$ cat src/rtl/pwr_budget_pkg.sv
/*
 * Constants and carrier types for the power budget and switch status bank.
 * Assumes a single 100 MHz core clock and a 32-bit Avalon-MM register bus.
 */
// Summary of operation
// - Eight-bit select field picks which data value register the window shows.
// - Select above nine makes the window read zero.
// - Window is 32-bit read-only; writes to it are ignored.
// - Bit 0 of capability flags is a sticky system-allocated flag.
// - Data value registers accept writes only while the value unlock is set.
// - Status bits 2:0 hold the operating mode pins caught at fundamental reset.
// - Status bit 5 holds the downstream common clock strap caught at fundamental reset.
// - Status bit 6 holds the upstream common clock strap caught at fundamental reset.
// - Status bit 9 holds the reset-halt strap caught at fundamental reset.
// - Status bits 22:20 show the upstream lock state.
// - Four-bit sticky marker in bits 31:28 survives hot reset.
// - Switch control bit 4 unlocks the data value registers.
// - Switch control bit 3 clear makes write-when-unlocked fields read-only.
package pwr_budget_pkg;

	localparam int          ADDR_W            = 12;
	localparam int          VALUE_COUNT       = 10;
	localparam logic [11:0] OFS_DATA_SELECT   = 12'h284;
	localparam logic [11:0] OFS_DATA_WINDOW   = 12'h288;
	localparam logic [11:0] OFS_CAP_FLAGS     = 12'h28c;
	localparam logic [11:0] OFS_VALUE_BASE    = 12'h300;
	localparam logic [11:0] OFS_SWITCH_STATUS = 12'h328;
	localparam logic [11:0] OFS_SWITCH_CTRL   = 12'h32c;

	localparam int          SEL_W             = 8;
	localparam logic [7:0]  SEL_MAX           = 8'h09;
	localparam int          CAP_SA_BIT        = 0;
	localparam int          CTL_REG_UNLOCK    = 3;
	localparam int          CTL_VALUE_UNLOCK  = 4;
	localparam int          ST_MODE_LO        = 0;
	localparam int          ST_CCLK_DS        = 5;
	localparam int          ST_CCLK_US        = 6;
	localparam int          ST_RST_HALT       = 9;
	localparam int          ST_LOCK_LO        = 20;
	localparam int          ST_MARKER_LO      = 28;
	localparam logic [1:0]  STRAP_CATCH       = 2'h2;
	localparam logic [1:0]  STRAP_DONE        = 2'h3;
	localparam logic [31:0] RST_VALUE         = 32'h0000_0000;
	localparam logic [3:0]  RST_MARKER        = 4'h0;
	localparam logic [31:0] UNMAPPED_DATA     = 32'h0000_0000;

	typedef struct packed {
		logic [2:0] mode;
		logic       cclk_ds;
		logic       cclk_us;
		logic       rst_halt;
		logic [2:0] lock;
	} pin_state_type;

	typedef struct packed {
		logic        rd;
		logic        wr;
		logic [11:0] addr;
		logic [31:0] wdata;
		logic [3:0]  be;
	} bus_req_type;

endpackage

$ cat src/rtl/power_budget_switch_status_regs.sv
/*
 * Power budget capability registers and switch status register.
 * Assumes an Avalon-MM master on clk_sys, fundamental reset on rst and
 * hot reset as a synchronous pulse on hot_rst.
 */
// The Avalon-MM interface to the registers is this design's own decision.
`timescale 1ns/100ps
module power_budget_switch_status_regs
	import pwr_budget_pkg::*;
(
	// Clock and fundamental reset
	input  wire logic        clk_sys,
	input  wire logic        rst,
	// Hot reset, synchronous to clk_sys
	input  wire logic        hot_rst,
	// Avalon-MM slave
	input  wire logic [11:0] address,
	input  wire logic        read,
	input  wire logic        write,
	input  wire logic [31:0] writedata,
	input  wire logic [3:0]  byteenable,
	output logic      [31:0] readdata,
	output logic             waitrequest,
	// Pins
	input  wire logic [2:0]  operating_mode_pins,
	input  wire logic        downstream_common_clock_strap,
	input  wire logic        upstream_common_clock_strap,
	input  wire logic        reset_halt_strap,
	input  wire logic [2:0]  upstream_lock_state,
	// Control levels for the rest of the switch
	output logic             register_unlock_control,
	output logic             data_value_unlock,
	output logic             system_allocated_flag
);

	/**********************************************************************
	 * Pin synchronisation
	 **********************************************************************/
	pin_state_type pins_raw;
	pin_state_type pins_sync;

	always_comb begin
		pins_raw.mode     = operating_mode_pins;
		pins_raw.cclk_ds  = downstream_common_clock_strap;
		pins_raw.cclk_us  = upstream_common_clock_strap;
		pins_raw.rst_halt = reset_halt_strap;
		pins_raw.lock     = upstream_lock_state;
	end

	strap_sync #(
		.WIDTH ($bits(pin_state_type))
	) u_sync (
		.clk_sys (clk_sys),
		.rst     (rst),
		.pin_in  (pins_raw),
		.pin_out (pins_sync)
	);

	/**********************************************************************
	 * Bus request decode
	 **********************************************************************/
	bus_req_type req;
	logic        ack_q;
	logic        in_values;
	logic [3:0]  value_idx;
	logic [31:0] be_mask;
	logic        wr_fire;

	always_comb begin
		req.rd    = read;
		req.wr    = write;
		req.addr  = address;
		req.wdata = writedata;
		req.be    = byteenable;
	end

	// Each access is answered one cycle after it appears.
	assign wr_fire   = req.wr && ack_q;
	assign in_values = (req.addr >= OFS_VALUE_BASE)
		&& (req.addr < OFS_VALUE_BASE + 12'(4 * VALUE_COUNT))
		&& (req.addr[1:0] == 2'b00);
	assign value_idx = 4'((req.addr - OFS_VALUE_BASE) >> 2);
	assign be_mask   = {{8{req.be[3]}}, {8{req.be[2]}}, {8{req.be[1]}}, {8{req.be[0]}}};

	always_ff @(posedge clk_sys) begin
		if (rst) begin
			ack_q <= 1'b0;
		end else begin
			ack_q <= (req.rd || req.wr) && !ack_q;
		end
	end

	always_ff @(posedge clk_sys) begin
		if (rst) begin
			waitrequest <= 1'b1;
		end else begin
			waitrequest <= !((req.rd || req.wr) && !ack_q);
		end
	end

	/**********************************************************************
	 * Switch control unlock bits
	 **********************************************************************/
	// The register unlock is set during reset so the loader can write fields.
	always_ff @(posedge clk_sys) begin
		if (rst) begin
			register_unlock_control <= 1'b1;
		end else if (wr_fire && req.addr == OFS_SWITCH_CTRL && req.be[0]) begin
			register_unlock_control <= req.wdata[CTL_REG_UNLOCK];
		end
	end

	always_ff @(posedge clk_sys) begin
		if (rst) begin
			data_value_unlock <= 1'b0;
		end else if (wr_fire && req.addr == OFS_SWITCH_CTRL && req.be[0]
				&& register_unlock_control) begin
			data_value_unlock <= req.wdata[CTL_VALUE_UNLOCK];
		end
	end

	/**********************************************************************
	 * Power budget select, flag and values
	 **********************************************************************/
	logic [SEL_W-1:0] value_select_field;
	logic [31:0]      budget_data_value [VALUE_COUNT];
	logic [31:0]      selected_budget_value;

	always_ff @(posedge clk_sys) begin
		if (rst) begin
			value_select_field <= '0;
		end else if (wr_fire && req.addr == OFS_DATA_SELECT && req.be[0]) begin
			value_select_field <= req.wdata[SEL_W-1:0];
		end
	end

	always_ff @(posedge clk_sys) begin
		if (rst) begin
			system_allocated_flag <= 1'b0;
		end else if (wr_fire && req.addr == OFS_CAP_FLAGS && req.be[0]
				&& register_unlock_control) begin
			system_allocated_flag <= req.wdata[CAP_SA_BIT];
		end
	end

	// The stored values have no defined reset; only the loader or software sets them.
	genvar gi;
	generate
		for (gi = 0; gi < VALUE_COUNT; gi++) begin : g_value
			always_ff @(posedge clk_sys) begin
				if (wr_fire && in_values && value_idx == 4'(gi)
						&& data_value_unlock) begin
					budget_data_value[gi] <= (budget_data_value[gi] & ~be_mask)
						| (req.wdata & be_mask);
				end
			end
		end
	endgenerate

	always_comb begin
		if (value_select_field > SEL_MAX) begin
			selected_budget_value = RST_VALUE;
		end else begin
			selected_budget_value = budget_data_value[value_select_field[3:0]];
		end
	end

	/**********************************************************************
	 * Switch status
	 **********************************************************************/
	logic [2:0] mode_q;
	logic       cclk_ds_q;
	logic       cclk_us_q;
	logic       rst_halt_q;
	logic [1:0] strap_cnt_q;
	logic [3:0] marker_q;

	// The synchroniser is cleared by fundamental reset, so the strap levels only
	// reach pins_sync two clocks after release; they are caught on the clock after.
	// Software must not rely on the status word before that third clock.
	always_ff @(posedge clk_sys) begin
		if (rst) begin
			strap_cnt_q <= '0;
		end else if (strap_cnt_q != STRAP_DONE) begin
			strap_cnt_q <= strap_cnt_q + 2'h1;
		end
	end

	always_ff @(posedge clk_sys) begin
		if (rst) begin
			mode_q     <= '0;
			cclk_ds_q  <= 1'b0;
			cclk_us_q  <= 1'b0;
			rst_halt_q <= 1'b0;
		end else if (strap_cnt_q == STRAP_CATCH) begin
			mode_q     <= pins_sync.mode;
			cclk_ds_q  <= pins_sync.cclk_ds;
			cclk_us_q  <= pins_sync.cclk_us;
			rst_halt_q <= pins_sync.rst_halt;
		end
	end

	// Hot reset does not touch the marker; only fundamental reset clears it.
	always_ff @(posedge clk_sys) begin
		if (rst) begin
			marker_q <= RST_MARKER;
		end else if (wr_fire && req.addr == OFS_SWITCH_STATUS && req.be[3]
				&& register_unlock_control) begin
			marker_q <= req.wdata[ST_MARKER_LO +: 4];
		end
	end

	logic [31:0] status_word;

	always_comb begin
		status_word                      = '0;
		status_word[ST_MODE_LO +: 3]     = mode_q;
		status_word[ST_CCLK_DS]          = cclk_ds_q;
		status_word[ST_CCLK_US]          = cclk_us_q;
		status_word[ST_RST_HALT]         = rst_halt_q;
		status_word[ST_LOCK_LO +: 3]     = pins_sync.lock;
		status_word[ST_MARKER_LO +: 4]   = marker_q;
	end

	/**********************************************************************
	 * Read data
	 **********************************************************************/
	logic [31:0] rdata_d;

	always_comb begin
		rdata_d = UNMAPPED_DATA;
		if (in_values) begin
			rdata_d = budget_data_value[value_idx];
		end else begin
			case (req.addr)
				OFS_DATA_SELECT:   rdata_d = {24'h000000, value_select_field};
				OFS_DATA_WINDOW:   rdata_d = selected_budget_value;
				OFS_CAP_FLAGS:     rdata_d = {31'h0, system_allocated_flag};
				OFS_SWITCH_STATUS: rdata_d = status_word;
				OFS_SWITCH_CTRL:   rdata_d = {27'h0, data_value_unlock,
					register_unlock_control, 3'h0};
				default:           rdata_d = UNMAPPED_DATA;
			endcase
		end
	end

	always_ff @(posedge clk_sys) begin
		if (rst) begin
			readdata <= '0;
		end else if (req.rd && !ack_q) begin
			readdata <= rdata_d;
		end
	end

	/**********************************************************************
	 * Checks
	 **********************************************************************/
	property p_window_zero;
		@(posedge clk_sys) disable iff (rst)
		(read && !ack_q && address == OFS_DATA_WINDOW && value_select_field > SEL_MAX)
		|=> readdata == 32'h0;
	endproperty
	a_window_zero: assert property (p_window_zero) else $error("window not zero");

	property p_window_sel;
		@(posedge clk_sys) disable iff (rst)
		(read && !ack_q && address == OFS_DATA_WINDOW && value_select_field <= SEL_MAX)
		|=> readdata == $past(budget_data_value[value_select_field[3:0]]);
	endproperty
	a_window_sel: assert property (p_window_sel) else $error("window wrong");

	property p_window_ro;
		@(posedge clk_sys) disable iff (rst)
		(wr_fire && address == OFS_DATA_WINDOW) |=> $stable(value_select_field)
			&& $stable(system_allocated_flag) && $stable(marker_q);
	endproperty
	a_window_ro: assert property (p_window_ro) else $error("window write had effect");

	property p_value_locked;
		@(posedge clk_sys) disable iff (rst)
		(wr_fire && in_values && !data_value_unlock)
		|=> budget_data_value[$past(value_idx)] == $past(budget_data_value[value_idx]);
	endproperty
	a_value_locked: assert property (p_value_locked) else $error("locked value changed");

	property p_sa_locked;
		@(posedge clk_sys) disable iff (rst)
		!register_unlock_control ##1 !register_unlock_control |-> $stable(system_allocated_flag);
	endproperty
	a_sa_locked: assert property (p_sa_locked) else $error("flag changed while locked");

	property p_marker_hot;
		@(posedge clk_sys) disable iff (rst)
		(hot_rst && !wr_fire) |=> $stable(marker_q);
	endproperty
	a_marker_hot: assert property (p_marker_hot) else $error("marker lost on hot reset");

	property p_status_fields;
		@(posedge clk_sys) disable iff (rst)
		(read && !ack_q && address == OFS_SWITCH_STATUS)
		|=> readdata[ST_LOCK_LO +: 3] == $past(pins_sync.lock)
			&& readdata[ST_RST_HALT] == rst_halt_q && readdata[27:23] == 5'h00;
	endproperty
	a_status_fields: assert property (p_status_fields) else $error("status fields wrong");

	property p_straps_hold;
		@(posedge clk_sys) disable iff (rst)
		strap_cnt_q == STRAP_DONE |=> $stable(cclk_ds_q) && $stable(cclk_us_q)
			&& $stable(mode_q) && $stable(rst_halt_q);
	endproperty
	a_straps_hold: assert property (p_straps_hold) else $error("strap changed");

	property p_straps_taken;
		@(posedge clk_sys) disable iff (rst)
		strap_cnt_q == STRAP_CATCH |=> mode_q == $past(pins_sync.mode)
			&& cclk_us_q == $past(pins_sync.cclk_us)
			&& rst_halt_q == $past(pins_sync.rst_halt);
	endproperty
	a_straps_taken: assert property (p_straps_taken) else $error("strap not caught");

	property p_status_mode;
		@(posedge clk_sys) disable iff (rst)
		(read && !ack_q && address == OFS_SWITCH_STATUS)
		|=> readdata[ST_MODE_LO +: 3] == $past(mode_q) && readdata[ST_CCLK_US] == $past(cclk_us_q);
	endproperty
	a_status_mode: assert property (p_status_mode) else $error("mode field wrong");

	property p_marker_locked;
		@(posedge clk_sys) disable iff (rst)
		(wr_fire && address == OFS_SWITCH_STATUS && !register_unlock_control) |=> $stable(marker_q);
	endproperty
	a_marker_locked: assert property (p_marker_locked) else $error("marker written while locked");

	property p_answer_once;
		@(posedge clk_sys) disable iff (rst)
		!waitrequest |=> waitrequest;
	endproperty
	a_answer_once: assert property (p_answer_once) else $error("answer held too long");

	property p_select_reserved;
		@(posedge clk_sys) disable iff (rst)
		(read && !ack_q && address == OFS_DATA_SELECT) |=> readdata[31:8] == 24'h0;
	endproperty
	a_select_reserved: assert property (p_select_reserved) else $error("reserved set");

	property p_unlock_value;
		@(posedge clk_sys) disable iff (rst)
		(wr_fire && address == OFS_SWITCH_CTRL && byteenable[0] && register_unlock_control)
		|=> data_value_unlock == $past(writedata[CTL_VALUE_UNLOCK]);
	endproperty
	a_unlock_value: assert property (p_unlock_value) else $error("unlock not taken");

endmodule

$ cat src/rtl/strap_sync.sv
/*
 * Two-flop synchroniser for a group of pin levels.
 * Assumes the pins are asynchronous to clk_sys.
 */
`timescale 1ns/100ps
module strap_sync #(
	parameter int WIDTH = 9
) (
	// Clock and reset
	input  wire logic             clk_sys,
	input  wire logic             rst,
	// Levels
	input  wire logic [WIDTH-1:0] pin_in,
	output logic      [WIDTH-1:0] pin_out
);

	logic [WIDTH-1:0] meta_q;

	always_ff @(posedge clk_sys) begin
		if (rst) begin
			meta_q  <= '0;
			pin_out <= '0;
		end else begin
			meta_q  <= pin_in;
			pin_out <= meta_q;
		end
	end

endmodule

$ cat config.mk
export PLATFORM = sky130hd
export DESIGN_NAME = power_budget_switch_status_regs
export DESIGN_NICKNAME = d
export VERILOG_FILES = /design/src/rtl/pwr_budget_pkg.sv /design/src/rtl/power_budget_switch_status_regs.sv /design/src/rtl/strap_sync.sv
export SDC_FILE = /design/constraint.sdc
export NUM_CORES = 1
export LEC_CHECK = 0
export BUFFER_PORTS_ARGS = -buffer_cell sky130_fd_sc_hd__buf_2
export CAP_MARGIN = 20
export CORE_AREA = 2 2 296 181
export CTS_CLUSTER_DIAMETER = 60
export DETAILED_ROUTE_END_ITERATION = 6
export DIE_AREA = 0 0 298 183
export PLACE_DENSITY = 0.57
export SETUP_SLACK_MARGIN = 0.15
export SLEW_MARGIN = 20
export SYNTH_ARGS = -nofsm -noshare
export SYNTH_HDL_FRONTEND = slang
export SYNTH_SLANG_ARGS = --single-unit
$ cat constraint.sdc
create_clock -name clk_sys -period 2.3 [get_ports clk_sys]
set_input_delay 0 -clock clk_sys [delete_from_list [all_inputs] [get_ports clk_sys]]
set_output_delay 0 -clock clk_sys [all_outputs]
set_load 0.01 [all_outputs]
# After elaboration in Yosys (flattened, before gate mapping)
# Memory sizes are Yosys's and may differ from the RTL's. A register that Yosys moved wholly into a read port is not among the register bits.
# Index checks and enable logic that the tools add are counted.
# word_totals
in_bits	62
mem_count	1
register_bits	75
ram_bits	320
word_cells	162
# classes
n_addsub	2
muxes	52
bitwise	22
n_lt_le_gt_ge	3
n_reduce_logical	51
eq_ne	16
# memory_table
name	words	word_bits	rd	rd_clocked_by_memory_dff	wr	line_no	source
budget_data_value	10	32	12	1	1	power_budget_switch_status_regs.sv:126	logic [31:0] budget_data_value [VALUE_COUNT];
# op_table
op	count
AND 32 bit	11
two-way mux 32 bit	11
OR 32 bit	10
OR reduction 32 bit	9
one-hot mux 32 bit (5 select lines)	1
equality test 12 x 10 -> 1 bit, second input constant	5
two-way mux 4 bit	11
logical AND 1 bit	37
NOT 32 bit	1
two-way mux 1 bit	29
equality test 4 x 3 -> 1 bit, second input constant	4
greater-or-equal comparator 12 x 10 -> 1 bit, second input constant	1
less-than comparator 12 x 10 -> 1 bit, second input constant	1
equality test 4 x 2 -> 1 bit, second input constant	2
equality test 4 bit, second input constant	2
greater-than comparator 8 x 4 -> 1 bit, second input constant	1
subtractor 6 x 1 -> 6 bit, second input constant	1
equality test 4 x 1 -> 1 bit, second input constant	1
zero test 4 bit	1
adder 2 x 1 -> 2 bit, second input constant	1
equality test 2 bit, second input constant	1
zero test 1 bit	2
zero test 2 bit	1
!= test 2 bit, second input constant	1
logical OR 1 bit	1

# Depth between registers and ports, before layout
# Gate-level depths: netlist of run 1.
# logic_depth
word_depth	18
mapped_depth	9
mapped_depth_nobuf	5

# Cells and area by module
# From an unflattened synthesis of run 1, not the netlist that was laid out.
# unflattened
hier_cells	1182
area_unflattened_um2	17962.2
# modules_own_cells
module	n_inst	area_each_um2	seq_area_each_um2	cells_each
power_budget_switch_status_regs	1	17473.0	10830.4	1145
strap_sync	1	489.2	360.3	37

# Worst setup path after synthesis of run 1
# OpenSTA, ideal clock, no wires.
# synth_path
path_type	register -> register
startpoint	register with a tool-made name
endpoint	register readdata[31]
required_ps	2168
setup_slack_ps	261
arrival_ps	1907
setup_time_ps	132
stages_incl_launch_ff	8
cell_sequence	dfxtp_1 > buf_2 > buf_2 > buf_2 > mux4_2 > mux4_2 > a21oi_1 > nor3_1
# synth_rtl
element	line_no	source
end signal, assigned	power_budget_switch_status_regs.sv:251	readdata <= rdata_d;
end, declared	power_budget_switch_status_regs.sv:22	output logic [31:0] readdata,

==> results.cfg, run 1 <==
[power]
p_clk_share_pct = 42.0
swShare_pct = 22.21
intPower_mw = 11.94
p_seq_share_pct = 51.4
power_density_nw_per_um2 = 681.8
switchingPower_mw = 3.410
p_comb_share_pct = 6.6
ir_worst_vdd_mv = 0.5104
leakagePower_nw = 7.557

[yosys]
ys_seq_area_share_pct = 62.26
synth_top_area_cell = edfxtp_1
synth_ff_type = edfxtp_1
synth.most_common_cell = edfxtp_1
ys_seq_elements = 399
synthesis.area_sq_um = 17970
synth_commonest_cells = edfxtp_1 (320), mux4_2 (130), dfxtp_1 (79), mux2i_1 (75)
async_reset_ff_share_pct = 0
synth_edf_count = 320
ys_types = 54
syn-instance-count = 1128
syn_area_per_cell_sq_um = 15.94
yosys_warnings = 0
syn_nets = 1192
synth.area.top_cells = edfxtp_1 (53%), mux4_2 (16%), dfxtp_1 (8.8%)
yosysTopAreaCellShare_pct = 53.46

[floorplan]
die-area_sq_um = 54530
initial_core_util_pct = 34.64
die_h_um = 183
core-area_sq_um = 51890
row_count = 65
die_w_um = 298
pin_count = 98

[global_routing]
grt-ovfl-total = 0
first_global_vias = 11530
grt_pass1_wl_um = 80070
antenna_found_initial = 1
grt_max_degree = 45
grt_usage_pct = 20.21

[placed_design]
port_buffers = 96
place_hpwl_um = 39110
place_congestion = 0.8825

[clock_tree]
clockBufferDepth = 3
cts_tree = yes
h-tree-depth = 2
numCtsBuffers = 39
cts.sinks = 399
clk_latency_ps = 540
clk_pin_slew_ps = 60
cts_root_buf = clkbuf_16

[detailed_routing]
totalWireLength_um = 55030
first_iter_violations = 1506
routed_via_density = 5.577
postRouteAntennaNets = 0
vias = 11730
drt_first_pass_iters = 5
wl_per_cell_um = 26.17
route.detailed.drc = 0

[worst_hold_path]
hold_class = in -> reg
hp-start = address[4]
hold_depth = 4
hold_end = readdata[0]

[sta]
max_slew_margin_pct = 48.04
finalSetupTns_ps = 0
setup_viol = 0
fin_crit_sh_pct = 92.46
rsz0062_at_grt = true
finClkSkew_ps = 12.42
period_needed_ps = 2127
fmax_mhz = 470.2
worstMarginPinSlew_ps = 779.4
finalHoldViolations = 0
slew_viol_final = 0

[layout]
nFillCells = 4662
regArea_sq_um = 11200
multiInputGateArea_sq_um = 6400
finish.utilization_pct = 43.39
drive_gt1_share_pct = 33.17
fin_nets = 1434
syn_to_final_growth_pct = 25.26

[worst_setup_path]
cp.arrival_ps = 2520
ff2ff_path_depth = 6
rrSetupSlack_ps = 170
cp-end-kind = flip-flop
worst-setup-path-type = reg -> reg
cp.required_ps = 2700
timing.rr.end = readdata[31]
cp-start-kind = flip-flop
worst-path-max-fanout = 10

[run_status]
status = finished clean

[flow_run]
cap_violations = 0
[power by group through the flow]
stage                     sequential (mW)  combinational [mW]  clock, mW
after detailed placement             8.05               0.939          0
after global routing                 7.89                1.09       6.87
final                                7.89                1.02       6.44
after floorplan                      8.05               0.466          0
after global placement               8.05               0.929          0
after CTS                            7.89                1.01       6.57
[per-stage QoR]
step | cells | instance area, sq um | setup slack [ps] | hold WS, ps | power (mW)
finish | 2103 | 22520 | 173.4 | 62.87 | 15.35
global route | 2103 | 22520 | 111.7 | 79.76 | 15.85
CTS | 2099 | 22430 | 174.1 | 34.98 | 15.47
detailed placement | 1973 | 20600 | -43.22 | 215.9 | 8.985
global placement | 1973 | 20600 | -6.230 | 214.3 | 8.974
floorplan | 1128 | 17970 | 261.2 | 98.87 | 8.518
[timing repair]
| item | 4_1_cts | 5_1_grt |
|---|---|---|
| endpoints found under the hold margin | 352 | 1 |
| resized for setup | 0 | 13 |
| pin swaps | 0 | 2 |
| endpoints found under the setup margin | 22 | 226 |
| hold buffers | 46 | 2 |
| buffers inserted | 10 | 1 |
[cell usage in the layout (no fill, tap or decap), drive strengths merged, types with 2 or more instances in the layout]
cell and instances:
nand2b 14, o211ai 9, mux4 130, clkinv 10, and4 2, nor4 7, nor4b 2, ha 2
o21ai 15, and2 40, nor2 50, edfxtp 320, a31oi 3, dfxtp 79, a221o 2, mux2i 75
a22oi 8, nand4b 3, a221oi 10, buf 240, or2 2, dlygate4sd3 48, a211oi 37, nand2 21
nand3 13, a211o 4, clkinvlp 3, mux2 12, nor3 30, inv 13, bufinv 3, nand4 5
o22ai 43, a21oi 50, nor2b 26, clkbuf 53
[metal layers]
layer / share of wire (%) / track usage [%] / vias up
met5: 0.13 / 0.9700 / -
met4: 1.6 / 3.899 / 2
met3: 11 / 7.084 / 62
met2: 39 / 26.42 / 608
met1: 48 / 31.70 / 5998
li1: - / - / 5058
[worst max-delay path, cell delays in order (launching register included)]
cell and delay [ps]:
dfxtp_4 390, buf_4 170, buf_12 160, mux4_2 560
mux4_2 480, a21oi_1 160, nor3_1 60
[final cells by class]
type	count	share of cell area, %
Clock inverter	17	0.7558
Antenna cell	1	0.01111
Sequential cell	399	49.75
Tap cell	703	3.907
Multi-Input combinational cell	630	28.42
Timing Repair Buffer	288	12.10
Inverter	12	0.2001
Clock buffer	53	4.851
[cells by family (layout without fill, tap and decap cells)]
group | Yosys count | count (layout) | share of synthesized area [%]
AOI/OAI and AO/OA | 189 | 189 | 6.947
adders and majority gates | 2 | 2 | 0.1392
muxes | 217 | 217 | 21.22
other | 0 | 1 | 0
and+or+nand+nor | 221 | 221 | 6.891
DFF | 399 | 399 | 62.26
buffers and inverters | 99 | 370 | 2.499
xor gates and xnor gates | 1 | 1 | 0.04874
[worst max-delay path by stage]
stage	start	endpoint	slack, ps	cells past startpoint
5_1_grt	flip-flop	readdata[14]	110	8
3_5_place_dp	address[1]	flip-flop	-40	9
2_1_floorplan	flip-flop	readdata[31]	260	7
4_1_cts	flip-flop	readdata[16]	170	7
6_report	flip-flop	readdata[31]	170	6
3_3_place_gp	address[1]	flip-flop	-6	9
Power figures use the tool's default switching activity.
==> run 2, diff against run 1 <==
- ABC_AREA: unset -> 1
- CORE_AREA: 2 2 296 181 -> 2 2 303 185
- DIE_AREA: 0 0 298 183 -> 0 0 305 187
- SETUP_SLACK_MARGIN: 0.15 -> 0.4
==> run 2 against run 1 <==
Against the previous run: the flow now finishes with violations (negative hold slack); largest power group unchanged; sequential share of layout area decreased by 0.45 points; sequential power is essentially flat; worst setup slack improved by 290 ps; register-to-register slack gained 310 ps; critical path type is now in -> reg; non-clock buffer count fell by 40; synthesized cell count up 94%; final cell count up 47%; cell area rose by 0.88%; area after synthesis increased by 5.1%; worst hold slack got worse by 76 ps; die area grew 4.6%; highest routed layer unchanged.
==> results.cfg, run 2 <==
[run_status]
status = finished with violations
violations = negative hold slack

[yosys]
yosys_warnings = 0
syn-instance-count = 2190
synth_top_family_by_area = simple AND/OR/NAND/NOR gates
ys_seq_elements = 399
synth_ff_type = edfxtp_1
synth_commonest_cells = nand2_1 (724), edfxtp_1 (320), nand3_1 (308), nor2_1 (210), inv_1 (109)
synth_compound_area_share_pct = 6.053
synth_top_area_cell = edfxtp_1
synth_xor_area_share_pct = 0
synth.most_common_cell = nand2_1
syn_nets = 2254
syn_area_per_cell_sq_um = 8.627
synth-adder-area-share_pct = 0.1325
synthMuxAreaShare_pct = 0
synth_edf_count = 320
async_reset_ff_share_pct = 0
ys_types = 31
synthSimpleGateAreaFrac_pct = 29.14
synthesis.area_sq_um = 18890
synth.area.top_cells = edfxtp_1 (51%), nand2_1 (14%), dfxtp_1 (8.4%)
yosysTopAreaCellShare_pct = 50.86
ys_seq_area_share_pct = 59.23

[worst_setup_path]
cp_slowest_cell = dlygate4sd3_1
cp-start-kind = input pin
cp_cell_sequence = dlygate4sd3_1, buf_2, nand2_1, inv_1, nand2_1, nor2_1, nand2_1, nand2_1, nor3_4, buf_12, buf_4, nand3_4, nor2_1, buf_4
max_stage_delay_ps = 540
cp.arrival_ps = 2090
cp-end-kind = flip-flop
worst-setup-path-type = in -> reg
cp.required_ps = 2550
crit_start = address[8]
cp_common_cell = nand2_1
worst-path-max-fanout = 8

[layout]
drive_gt1_share_pct = 12.88
fin_nets = 2409
finish.utilization_pct = 41.49
syn_to_final_growth_pct = 20.22
nFillCells = 5348
mostFrequentLayoutCells = nand2_1 (723), edfxtp_1 (320), nand3_1 (298), nor2_1 (195), inv_1 (108)
multiInputGateArea_sq_um = 6824
regArea_sq_um = 11200
final_common_cell = nand2_1
num_antenna_cells = 0

[detailed_routing]
route.detailed.drc = 0
drt_first_pass_iters = 6
wl_per_cell_um = 21.00
postRouteAntennaNets = 0
routed_via_density = 5.354
first_iter_violations = 2126
totalWireLength_um = 65060
vias = 16590

[sta]
rsz0062_at_grt = true
setup_viol = 0
worstMarginPinSlew_ps = 702.3
finalSetupTns_ps = 0
finalHoldViolations = 1
max_slew_margin_pct = 53.13
timing.hold.ws_ps = -12.88
fmax_mhz = 543.4
fin_crit_sh_pct = 80.01
slew_viol_final = 0
period_needed_ps = 1840
finClkSkew_ps = 23.22

[worst_hold_path]
hold_class = in -> reg
hp-start = write

[power]
p_clk_share_pct = 43.0
swShare_pct = 22.78
p_comb_share_pct = 6.4
leakagePower_nw = 8.970
power_mw = 15.53
power_density_nw_per_um2 = 683.7
switchingPower_mw = 3.538
intPower_mw = 11.99
p_seq_share_pct = 50.7
ir_worst_vdd_mv = 0.4784

[clock_tree]
cts_tree = yes
cts.sinks = 399
cts_root_buf = clkbuf_16
clk_pin_slew_ps = 60
numCtsBuffers = 39
clk_latency_ps = 560
h-tree-depth = 2
clockBufferDepth = 3

[floorplan]
die-area_sq_um = 57040
row_count = 67
die_w_um = 305
initial_core_util_pct = 34.51
pin_count = 98
core-area_sq_um = 54740
die_h_um = 187

[placed_design]
port_buffers = 96
place_congestion = 0.9092
place_hpwl_um = 42920

[global_routing]
grt-ovfl-total = 0
first_global_vias = 15620
antenna_found_initial = 2
grt_max_degree = 65
grt_pass1_wl_um = 96390
grt_usage_pct = 22.40

[flow_run]
cap_violations = 0
-- run 2: metal layers --
| layer | wire (um) | vias to the layer above | GRT usage, % |
|---|---|---|---|
| met2 | 25190 | 959 | 30.30 |
| met5 | 29 | - | 0 |
| met1 | 29970 | 7830 | 34.22 |
| li1 | - | 7670 | - |
| met3 | 8235 | 128 | 6.798 |
| met4 | 1647 | 4 | 5.845 |
-- run 2: layout make-up --
class                      count  share of cell area, %
clock inverter                19                 0.8704
tap                          724                  3.988
timing repair buffer         248                  8.830
multi-input combinational   1534                  30.04
inverter                     123                  2.088
sequential                   399                  49.30
clock buffer                  52                  4.881
-- run 2: repair_timing --
| action | in CTS | in global routing |
|---|---|---|
| gates resized for setup | 6 | 43 |
| hold buffers | 54 | 0 |
| pin swaps | 2 | 1 |
| endpoints found under the hold margin | 348 | 0 |
| setup endpoints to repair | 328 | 294 |
| setup buffers | 2 | 0 |
-- run 2: stage by stage --
stage          setup WS, ps  hold WS, ps  cell area, sq um  cells
6_report              459.7       -12.88             22710   3099
5_1_grt               366.6        4.706             22710   3099
3_3_place_gp          96.15        205.2             20660   2972
4_1_cts               401.1        1.588             22560   3099
2_1_floorplan         537.3        98.87             18890   2190
3_5_place_dp          94.83        210.2             20660   2972
-- run 2: critical path, delay by kind of cell --
| family | cells | cell delay (ps) |
|---|---|---|
| buffers and inverters | 6 | 1290 |
| and+or+nand+nor | 8 | 770 |
-- run 2: kinds of logic (layout without fill, tap and decap cells) --
| kind of cell | Yosys count | count (layout) |
|---|---|---|
| AOI/OAI and AO/OA | 222 | 222 |
| adders and majority gates | 2 | 2 |
| buffers and inverters | 257 | 442 |
| DFF | 399 | 399 |
| and+or+nand+nor | 1310 | 1310 |
-- run 2: power groups by stage --
stage / Clock [mW] / Sequential (mW) / Combinational, mW
floorplan: 0 / 8.03 / 0.430
global placement: 0 / 8.02 / 0.870
detailed placement: 0 / 8.02 / 0.883
CTS: 6.77 / 7.87 / 0.963
global route: 7.03 / 7.87 / 1.07
finish: 6.67 / 7.87 / 0.990
-- run 2: final timing paths --
path,slack [ps],cells after the start,end
max reg2reg,480,7,readdata[30]
max,460,14,flip-flop
min reg2reg,410,2,u_sync.pin_out[6]
min,-10,5,system_allocated_flag
